**src/hdl/stp_pkg.sv**
```systemverilog
// Shared constants and types for the serial transmit payload link
package stp_pkg;

    // Device mode register and its timing reference select field
    localparam logic [15:0] STP_MODE_REG_ADDR = 16'h1100;
    localparam int STP_TRS_LSB = 0;
    localparam int STP_TRS_MSB = 1;
    localparam logic [7:0] STP_MODE_RESET = 8'h00;

    // Outbound frame layout: one overhead bit then 84 payload bits, 56 blocks
    localparam int STP_FRAME_BITS = 4760;
    localparam int STP_BLOCK_BITS = 85;
    localparam int STP_BYTE_BITS = 8;

    // Controller registers on AXI4-Lite
    localparam logic [7:0] STP_CTRL_ADDR = 8'h00;
    localparam logic [7:0] STP_STATUS_ADDR = 8'h04;
    localparam logic [7:0] STP_PATTERN_ADDR = 8'h08;
    localparam int STP_CTRL_TRS_LSB = 0;
    localparam int STP_CTRL_EN_BIT = 2;
    localparam logic [2:0] STP_CTRL_RESET = 3'h0;
    localparam logic [7:0] STP_PATTERN_RESET = 8'hA5;
    localparam logic [1:0] STP_RESP_OKAY = 2'h0;
    localparam logic [1:0] STP_RESP_SLVERR = 2'h2;

    typedef enum logic [1:0]
    {
        STP_TM_LOOP = 2'h0,
        STP_TM_SLAVE = 2'h1,
        STP_TM_MASTER = 2'h3
    } stp_tmode_t;

    typedef enum logic [1:0]
    {
        STP_HS_IDLE = 2'h0,
        STP_HS_START = 2'h1,
        STP_HS_RUN = 2'h3
    } stp_hstate_t;

    // Upper bit set selects master whatever the lower bit
    function automatic stp_tmode_t stp_decode_mode(input logic [1:0] sel);
        if (sel[1])
        begin
            return STP_TM_MASTER;
        end
        return sel[0] ? STP_TM_SLAVE : STP_TM_LOOP;
    endfunction

endpackage

```
**src/hdl/stp_link_if.sv**
```systemverilog
// Link between the framer transmit payload input and the system payload source
`timescale 1ns/10ps
interface stp_link_if;
    logic transmit_serial_payload;
    logic transmit_frame_reference;
    logic transmit_frame_boundary;
    logic transmit_overhead_indicator;

    modport dev
    (
        input transmit_serial_payload,
        input transmit_frame_reference,
        output transmit_frame_boundary,
        output transmit_overhead_indicator
    );

    modport sys
    (
        output transmit_serial_payload,
        output transmit_frame_reference,
        input transmit_frame_boundary,
        input transmit_overhead_indicator
    );
endinterface

```
**src/hdl/stp_tx_payload_sys.sv**
```systemverilog
// System end: serial payload source with AXI4-Lite control registers
`timescale 1ns/10ps
module stp_tx_payload_sys
    import stp_pkg::*;
#(
    parameter int AW = 8
)
(
    input wire logic aclk,
    input wire logic aresetn,
    stp_link_if.sys link,
    input wire logic [AW-1:0] s_axi_awaddr,
    input wire logic s_axi_awvalid,
    output logic s_axi_awready,
    input wire logic [31:0] s_axi_wdata,
    input wire logic [3:0] s_axi_wstrb,
    input wire logic s_axi_wvalid,
    output logic s_axi_wready,
    output logic [1:0] s_axi_bresp,
    output logic s_axi_bvalid,
    input wire logic s_axi_bready,
    input wire logic [AW-1:0] s_axi_araddr,
    input wire logic s_axi_arvalid,
    output logic s_axi_arready,
    output logic [31:0] s_axi_rdata,
    output logic [1:0] s_axi_rresp,
    output logic s_axi_rvalid,
    input wire logic s_axi_rready
);

    logic [2:0] ctrl_q;
    logic [7:0] pattern_q;
    logic [15:0] frames_q;
    logic aw_got_q;
    logic w_got_q;
    logic [AW-1:0] awaddr_q;
    logic [31:0] wdata_q;
    logic [3:0] wstrb_q;
    logic bvalid_q;
    logic [1:0] bresp_q;
    logic rvalid_q;
    logic [1:0] rresp_q;
    logic [31:0] rdata_q;
    logic do_write;
    stp_hstate_t state_q;
    logic data_q;
    logic ref_q;
    logic [2:0] idx_q;
    stp_tmode_t tmode;
    logic enable;

    ////////////////////////////////////////////////////////////////////////////
    // AXI4-Lite write: address and data taken in either order

    assign s_axi_awready = !aw_got_q && !bvalid_q;
    assign s_axi_wready = !w_got_q && !bvalid_q;
    assign do_write = aw_got_q && w_got_q && !bvalid_q;

    always_ff @(posedge aclk)
    begin
        if (!aresetn)
        begin
            aw_got_q <= 1'b0;
            w_got_q <= 1'b0;
            awaddr_q <= '0;
            wdata_q <= 32'h0;
            wstrb_q <= 4'h0;
            bvalid_q <= 1'b0;
            bresp_q <= STP_RESP_OKAY;
        end
        else
        begin
            if (s_axi_awvalid && s_axi_awready)
            begin
                aw_got_q <= 1'b1;
                awaddr_q <= s_axi_awaddr;
            end
            if (s_axi_wvalid && s_axi_wready)
            begin
                w_got_q <= 1'b1;
                wdata_q <= s_axi_wdata;
                wstrb_q <= s_axi_wstrb;
            end
            if (do_write)
            begin
                aw_got_q <= 1'b0;
                w_got_q <= 1'b0;
                bvalid_q <= 1'b1;
                bresp_q <= (awaddr_q == STP_CTRL_ADDR || awaddr_q == STP_PATTERN_ADDR
                    || awaddr_q == STP_STATUS_ADDR) ? STP_RESP_OKAY : STP_RESP_SLVERR;
            end
            else if (bvalid_q && s_axi_bready)
            begin
                bvalid_q <= 1'b0;
            end
        end
    end

    always_ff @(posedge aclk)
    begin
        if (!aresetn)
        begin
            ctrl_q <= STP_CTRL_RESET;
            pattern_q <= STP_PATTERN_RESET;
        end
        else if (do_write && wstrb_q[0])
        begin
            if (awaddr_q == STP_CTRL_ADDR)
            begin
                ctrl_q <= wdata_q[2:0];
            end
            if (awaddr_q == STP_PATTERN_ADDR)
            begin
                pattern_q <= wdata_q[7:0];
            end
        end
    end

    ////////////////////////////////////////////////////////////////////////////
    // AXI4-Lite read

    assign s_axi_arready = !rvalid_q;

    always_ff @(posedge aclk)
    begin
        if (!aresetn)
        begin
            rvalid_q <= 1'b0;
            rdata_q <= 32'h0;
            rresp_q <= STP_RESP_OKAY;
        end
        else if (s_axi_arvalid && s_axi_arready)
        begin
            rvalid_q <= 1'b1;
            rresp_q <= STP_RESP_OKAY;
            unique case (s_axi_araddr)
                STP_CTRL_ADDR: rdata_q <= {29'h0, ctrl_q};
                STP_STATUS_ADDR: rdata_q <= {14'h0, state_q, frames_q};
                STP_PATTERN_ADDR: rdata_q <= {24'h0, pattern_q};
                default:
                begin
                    rdata_q <= 32'h0;
                    rresp_q <= STP_RESP_SLVERR;
                end
            endcase
        end
        else if (rvalid_q && s_axi_rready)
        begin
            rvalid_q <= 1'b0;
        end
    end

    assign s_axi_bvalid = bvalid_q;
    assign s_axi_bresp = bresp_q;
    assign s_axi_rvalid = rvalid_q;
    assign s_axi_rdata = rdata_q;
    assign s_axi_rresp = rresp_q;

    ////////////////////////////////////////////////////////////////////////////
    // Payload source; aclk is the one clock shared with the framer

    assign tmode = stp_decode_mode(ctrl_q[STP_CTRL_TRS_LSB +: 2]);
    assign enable = ctrl_q[STP_CTRL_EN_BIT] && tmode != STP_TM_LOOP;

    always_ff @(posedge aclk)
    begin
        if (!aresetn || !enable)
        begin
            state_q <= STP_HS_IDLE;
            data_q <= 1'b0;
            ref_q <= 1'b0;
            idx_q <= 3'h0;
            frames_q <= 16'h0;
        end
        else
        begin
            ref_q <= 1'b0; // [RULE13]
            unique case (state_q)
                STP_HS_IDLE:
                begin
                    state_q <= STP_HS_START;
                end
                STP_HS_START:
                begin
                    if (tmode == STP_TM_SLAVE)
                    begin
                        ref_q <= 1'b1; // [RULE18]
                        state_q <= STP_HS_RUN;
                    end
                    else if (link.transmit_frame_boundary)
                    begin
                        state_q <= STP_HS_RUN; // [RULE10]
                    end
                end
                STP_HS_RUN:
                begin
                    // Hold the bit over the overhead slot; it is filler there
                    if (!link.transmit_overhead_indicator)
                    begin
                        data_q <= pattern_q[3'h7 - idx_q]; // [RULE6] [RULE7] [RULE15]
                        idx_q <= idx_q + 3'h1;
                    end
                    if (link.transmit_frame_boundary)
                    begin
                        frames_q <= frames_q + 16'h1; // [RULE10]
                        ref_q <= (tmode == STP_TM_SLAVE); // [RULE18]
                    end
                end
                default:
                begin
                    state_q <= STP_HS_IDLE;
                end
            endcase
        end
    end

    assign link.transmit_serial_payload = data_q;
    assign link.transmit_frame_reference = ref_q;

endmodule // stp_tx_payload_sys

```
**src/flat_wrapper.sv**
```systemverilog
// flat-port wrapper written by rule: the top's interface ports become plain ports
module stp_tx_payload_sys_flat import stp_pkg::*;
#(
    parameter int AW = 8
)
  (aclk, aresetn, s_axi_awaddr, s_axi_awvalid, s_axi_awready, s_axi_wdata, s_axi_wstrb, s_axi_wvalid, s_axi_wready, s_axi_bresp, s_axi_bvalid, s_axi_bready, s_axi_araddr, s_axi_arvalid, s_axi_arready, s_axi_rdata, s_axi_rresp, s_axi_rvalid, s_axi_rready, link_transmit_serial_payload, link_transmit_frame_reference, link_transmit_frame_boundary, link_transmit_overhead_indicator);
  stp_link_if link_i ();
  input wire logic aclk;
  input wire logic aresetn;
  input wire logic [AW-1:0] s_axi_awaddr;
  input wire logic s_axi_awvalid;
  output logic s_axi_awready;
  input wire logic [31:0] s_axi_wdata;
  input wire logic [3:0] s_axi_wstrb;
  input wire logic s_axi_wvalid;
  output logic s_axi_wready;
  output logic [1:0] s_axi_bresp;
  output logic s_axi_bvalid;
  input wire logic s_axi_bready;
  input wire logic [AW-1:0] s_axi_araddr;
  input wire logic s_axi_arvalid;
  output logic s_axi_arready;
  output logic [31:0] s_axi_rdata;
  output logic [1:0] s_axi_rresp;
  output logic s_axi_rvalid;
  input wire logic s_axi_rready;
  output wire logic [$bits(link_i.transmit_serial_payload)-1:0] link_transmit_serial_payload;
  output wire logic [$bits(link_i.transmit_frame_reference)-1:0] link_transmit_frame_reference;
  input wire logic [$bits(link_i.transmit_frame_boundary)-1:0] link_transmit_frame_boundary;
  input wire logic [$bits(link_i.transmit_overhead_indicator)-1:0] link_transmit_overhead_indicator;
  assign link_transmit_serial_payload = link_i.transmit_serial_payload;
  assign link_transmit_frame_reference = link_i.transmit_frame_reference;
  assign link_i.transmit_frame_boundary = link_transmit_frame_boundary;
  assign link_i.transmit_overhead_indicator = link_transmit_overhead_indicator;
  stp_tx_payload_sys #(.AW(AW)) u_core (.aclk(aclk), .aresetn(aresetn), .link(link_i), .s_axi_awaddr(s_axi_awaddr), .s_axi_awvalid(s_axi_awvalid), .s_axi_awready(s_axi_awready), .s_axi_wdata(s_axi_wdata), .s_axi_wstrb(s_axi_wstrb), .s_axi_wvalid(s_axi_wvalid), .s_axi_wready(s_axi_wready), .s_axi_bresp(s_axi_bresp), .s_axi_bvalid(s_axi_bvalid), .s_axi_bready(s_axi_bready), .s_axi_araddr(s_axi_araddr), .s_axi_arvalid(s_axi_arvalid), .s_axi_arready(s_axi_arready), .s_axi_rdata(s_axi_rdata), .s_axi_rresp(s_axi_rresp), .s_axi_rvalid(s_axi_rvalid), .s_axi_rready(s_axi_rready));
endmodule
```
**config.mk**
```make
export PLATFORM = sky130hd
export DESIGN_NAME = stp_tx_payload_sys_flat
export DESIGN_NICKNAME = d
export VERILOG_FILES = /design/src/hdl/stp_pkg.sv /design/src/hdl/stp_link_if.sv /design/src/hdl/stp_tx_payload_sys.sv /design/src/flat_wrapper.sv
export SDC_FILE = /design/constraint.sdc
export NUM_CORES = 1
export LEC_CHECK = 0
export ABC_AREA = 1
export CELL_PAD_IN_SITES_DETAIL_PLACEMENT = 2
export CELL_PAD_IN_SITES_GLOBAL_PLACEMENT = 2
export CORE_MARGIN = 5
export CORE_UTILIZATION = 33
export CTS_BUF_LIST = sky130_fd_sc_hd__clkbuf_2
export CTS_CLUSTER_DIAMETER = 80
export DETAILED_ROUTE_END_ITERATION = 10
export DONT_BUFFER_PORTS = 1
export HOLD_SLACK_MARGIN = 0.02
export PLACE_DENSITY_LB_ADDON = 0.2
export SYNTH_ARGS = -nofsm -noshare
export SYNTH_HDL_FRONTEND = slang
export SYNTH_SLANG_ARGS = --single-unit
```
**constraint.sdc**
```tcl
create_clock -name aclk -period 2.35 [get_ports aclk]
set_input_delay 0.3525 -clock aclk [delete_from_list [all_inputs] [get_ports aclk]]
set_output_delay 0.3525 -clock aclk [all_outputs]
set_load 0.02 [all_outputs]
```
==> impl_results.md <==
- Outcome: completed
- Num rows: 37
- DRT iter0 DRCs: 67
- TritonRoute pass-1 iters: 4
- Initial antenna violation count: 0
- Async set-reset flop share out of synthesis: 0
- Post-Syn Area per Cell: 7.232 um^2
- #FFs+latches synth: 75
- Initial Utilization: 0.3351
- Ports: 104
- TritonCTS clock tree: yes
- Fin nets: 554
- Vias: 3070
- DRT antenna net count: 0
- GRT overflow: 0
- CP Data Arrival Time: 2230 ps
- Root Buffer: clkbuf_2
- CP Capture Point: u_core.wdata_q[4]
- Count leader, synth: nand2_1
- Slew Viols, Final: 0
- Core region area: 10180 um^2
- CP endpoint kind: flip-flop
- Ant diodes: 0
- Routed vias/inst: 4.865
- Largest net degree at the start of global routing: 38
- Ranking of synthesized cells by area: dfxtp_1 44%, nand2_1 9.6%, nor2_1 7.3%, a21oi_1 6.7%, nand3_1 5.1%
- Aggregate routed wire length: 9963 um
- Critical path buffers and inverters: 1
- IO buf count: 0
- CP peak stage delay: 450 ps
- DRC viols: 0
- CP Max Fanout: 15
- Setup CP Type: reg -> reg
- CP Depth: 5
- Hold Vio Cnt, Final: 0
- RSZ-0062 raised after global routing: no
- Critical path startpoint category: flip-flop
- GPL Wtd Cong: 0.7642
- Flop-to-flop setup slack: 560 ps
- Min-delay worst type: in -> reg
- Final period utilization: 0.7600
- Post-CTS setup buffers: 0
- PD cells: 580.6 nW/um^2
- Top post-synthesis cells by count: 87 x nand2_1, 75 x dfxtp_1, 66 x nor2_1, 46 x a21oi_1, 42 x inv_1
- Vias in the first global route: 3355
- CTS max path bufs: 2
- Setup violators final: 0
- Layout Area Growth over Synthesis: 10.30%
- Gr usage total: 0.1643
- Die W: 111.7 um
- Reg-to-Reg End: u_core.wdata_q[4]
- Top cell type's share of synthesized area: 0.4399
- Fmax: 0.5599 GHz
- Worst Slack Setup Final: 563.9 ps
- R2R cell count: 5
- Cell accounting for the most synthesized area: dfxtp_1
- Power Total: 2.186 mW
- Post-synthesis sequential area ratio: 0.4399
- Max VDD drop: 0.0002037 V
- Crit-path leading delay family: simple AND/OR/NAND/NOR gates
- Worst path slowest cell: dfxtp_1
- DP Worst Slack: 651.9 ps
- CTS resizes: 0
- Synth warn: 0
- Die H: 111.7 um
- Die Area: 12480 um^2
- Critical path, cell by cell: nor2_1 > nand2_1 > inv_1 > nor2_1 > nor2_1
- First-pass GRT wire length: 16550 um
- Dpl hpwl: 7312 um
- RR Startpoint: u_core.s_axi_bvalid
- Synthesized area: 3413 um^2
- Unique masters post-synth: 34
- Cell mode on critical path: nor2_1
- Fraction of layout cells with a size suffix above 1: 0.09293
- H-tree levels: 3
- Avg WL per Cell: 15.79 um
- Clock-pin slew on the worst setup and hold paths: 190 ps
- Leak pwr: 1.490 nW
- Top_reg_cell synth: dfxtp_1
- Clock sink count: 75
- Critical path launch point: u_core.s_axi_bvalid
- Clock insertion delay at the later pin of the skew report: 510 ps
- TNS Setup: 0 ps
- Tmin final: 1786 ps
- Post-synthesis cell count: 472
- Max cap viols: 0
- Worst EP required: 2790 ps
- Post-synth EDFFs: 0
- Hold-fix buffers, CTS: 19
- Total CTS buffers: 9
- Final worst clock skew: 14.48 ps
==> worst min-delay path by stage <==
| stage | startpoint | endpoint | slack, ps | cells after the start |
|---|---|---|---|---|
| after floorplan | u_core.pattern_q[5] | u_core.pattern_q[5] | 440 | 2 |
| after global placement | aresetn | u_core.pattern_q[0] | 440 | 1 |
| after detailed placement | aresetn | u_core.pattern_q[0] | 440 | 1 |
| after CTS | s_axi_wdata[0] | u_core.wdata_q[0] | 40 | 2 |
| after global routing | s_axi_wdata[0] | u_core.wdata_q[0] | 20 | 2 |
| final | s_axi_wdata[0] | u_core.wdata_q[0] | 50 | 2 |
==> per-layer routing <==
layer / wire, um / up-vias / global-route usage
met5: 0 / - / 0
met3: 514 / 7 / 0.05000
li1: - / 1529 / -
met4: 89 / 0 / 0.04623
met2: 5071 / 58 / 0.2946
met1: 4288 / 1476 / 0.1884
==> logic make-up after synthesis <==
logic type      synth area share
flops                     0.4399
compound gates            0.1437
other cells             0.001099
buf+inv                   0.1078
simple gates              0.3002
fa+ha+maj               0.007330
==> cell usage in the layout (no fill, tap or decap), drive strengths merged <==
cell          n
dfxtp        75
nand3b        1
dlygate4sd3  20
o21a          1
o211ai        5
nand2        91
o21ai        40
nand4         2
or2           1
nor4          2
nor2         74
ha            2
conb         16
nand3        37
clkbuf       11
inv          49
and2          1
buf           3
clkinv        4
nor3         14
a21oi        46
==> sequential cells by signal, summed over array words and instances (netlist names), 2 cells and up <==
| name | flops |
|---|---|
| u_core.awaddr_q | 8 |
| u_core.ctrl_q | 3 |
| u_core.frames_q | 16 |
| u_core.idx_q | 3 |
| u_core.pattern_q | 8 |
| u_core.s_axi_rdata | 18 |
| u_core.state_q | 2 |
| u_core.wdata_q | 8 |
==> power by group <==
group / switching [mW] / total [mW] / internal [mW]
Clock: 0.447 / 0.582 / 0.134
Combinational: 0.156 / 0.228 / 0.0711
Sequential: 0.0534 / 1.38 / 1.32
Total: 0.657 / 2.19 / 1.53
==> area by class of cell <==
cell class / count / area [um^2]
timing repair buffer: 23 / 235.2
clock buffer: 11 / 55.05
multi-input combinational: 333 / 1600
clock inverter: 4 / 18.77
fill: 1231 / 6420
tap: 136 / 170.2
sequential: 75 / 1501
inverter: 49 / 183.9
==> stage by stage <==
step / instance area (um^2) / util / hold slack, ps / std cells
final: 3765 / 0.3697 / 49.81 / 631
after detailed placement: 3471 / 0.3408 / 436.9 / 595
after CTS: 3745 / 0.3677 / 35.02 / 629
after global routing: 3765 / 0.3697 / 22.47 / 631
after floorplan: 3470 / - / 438.3 / 487
after global placement: 3471 / 0.3408 / 436.8 / 595
No activity file was read; power rests on OpenSTA's default activity.
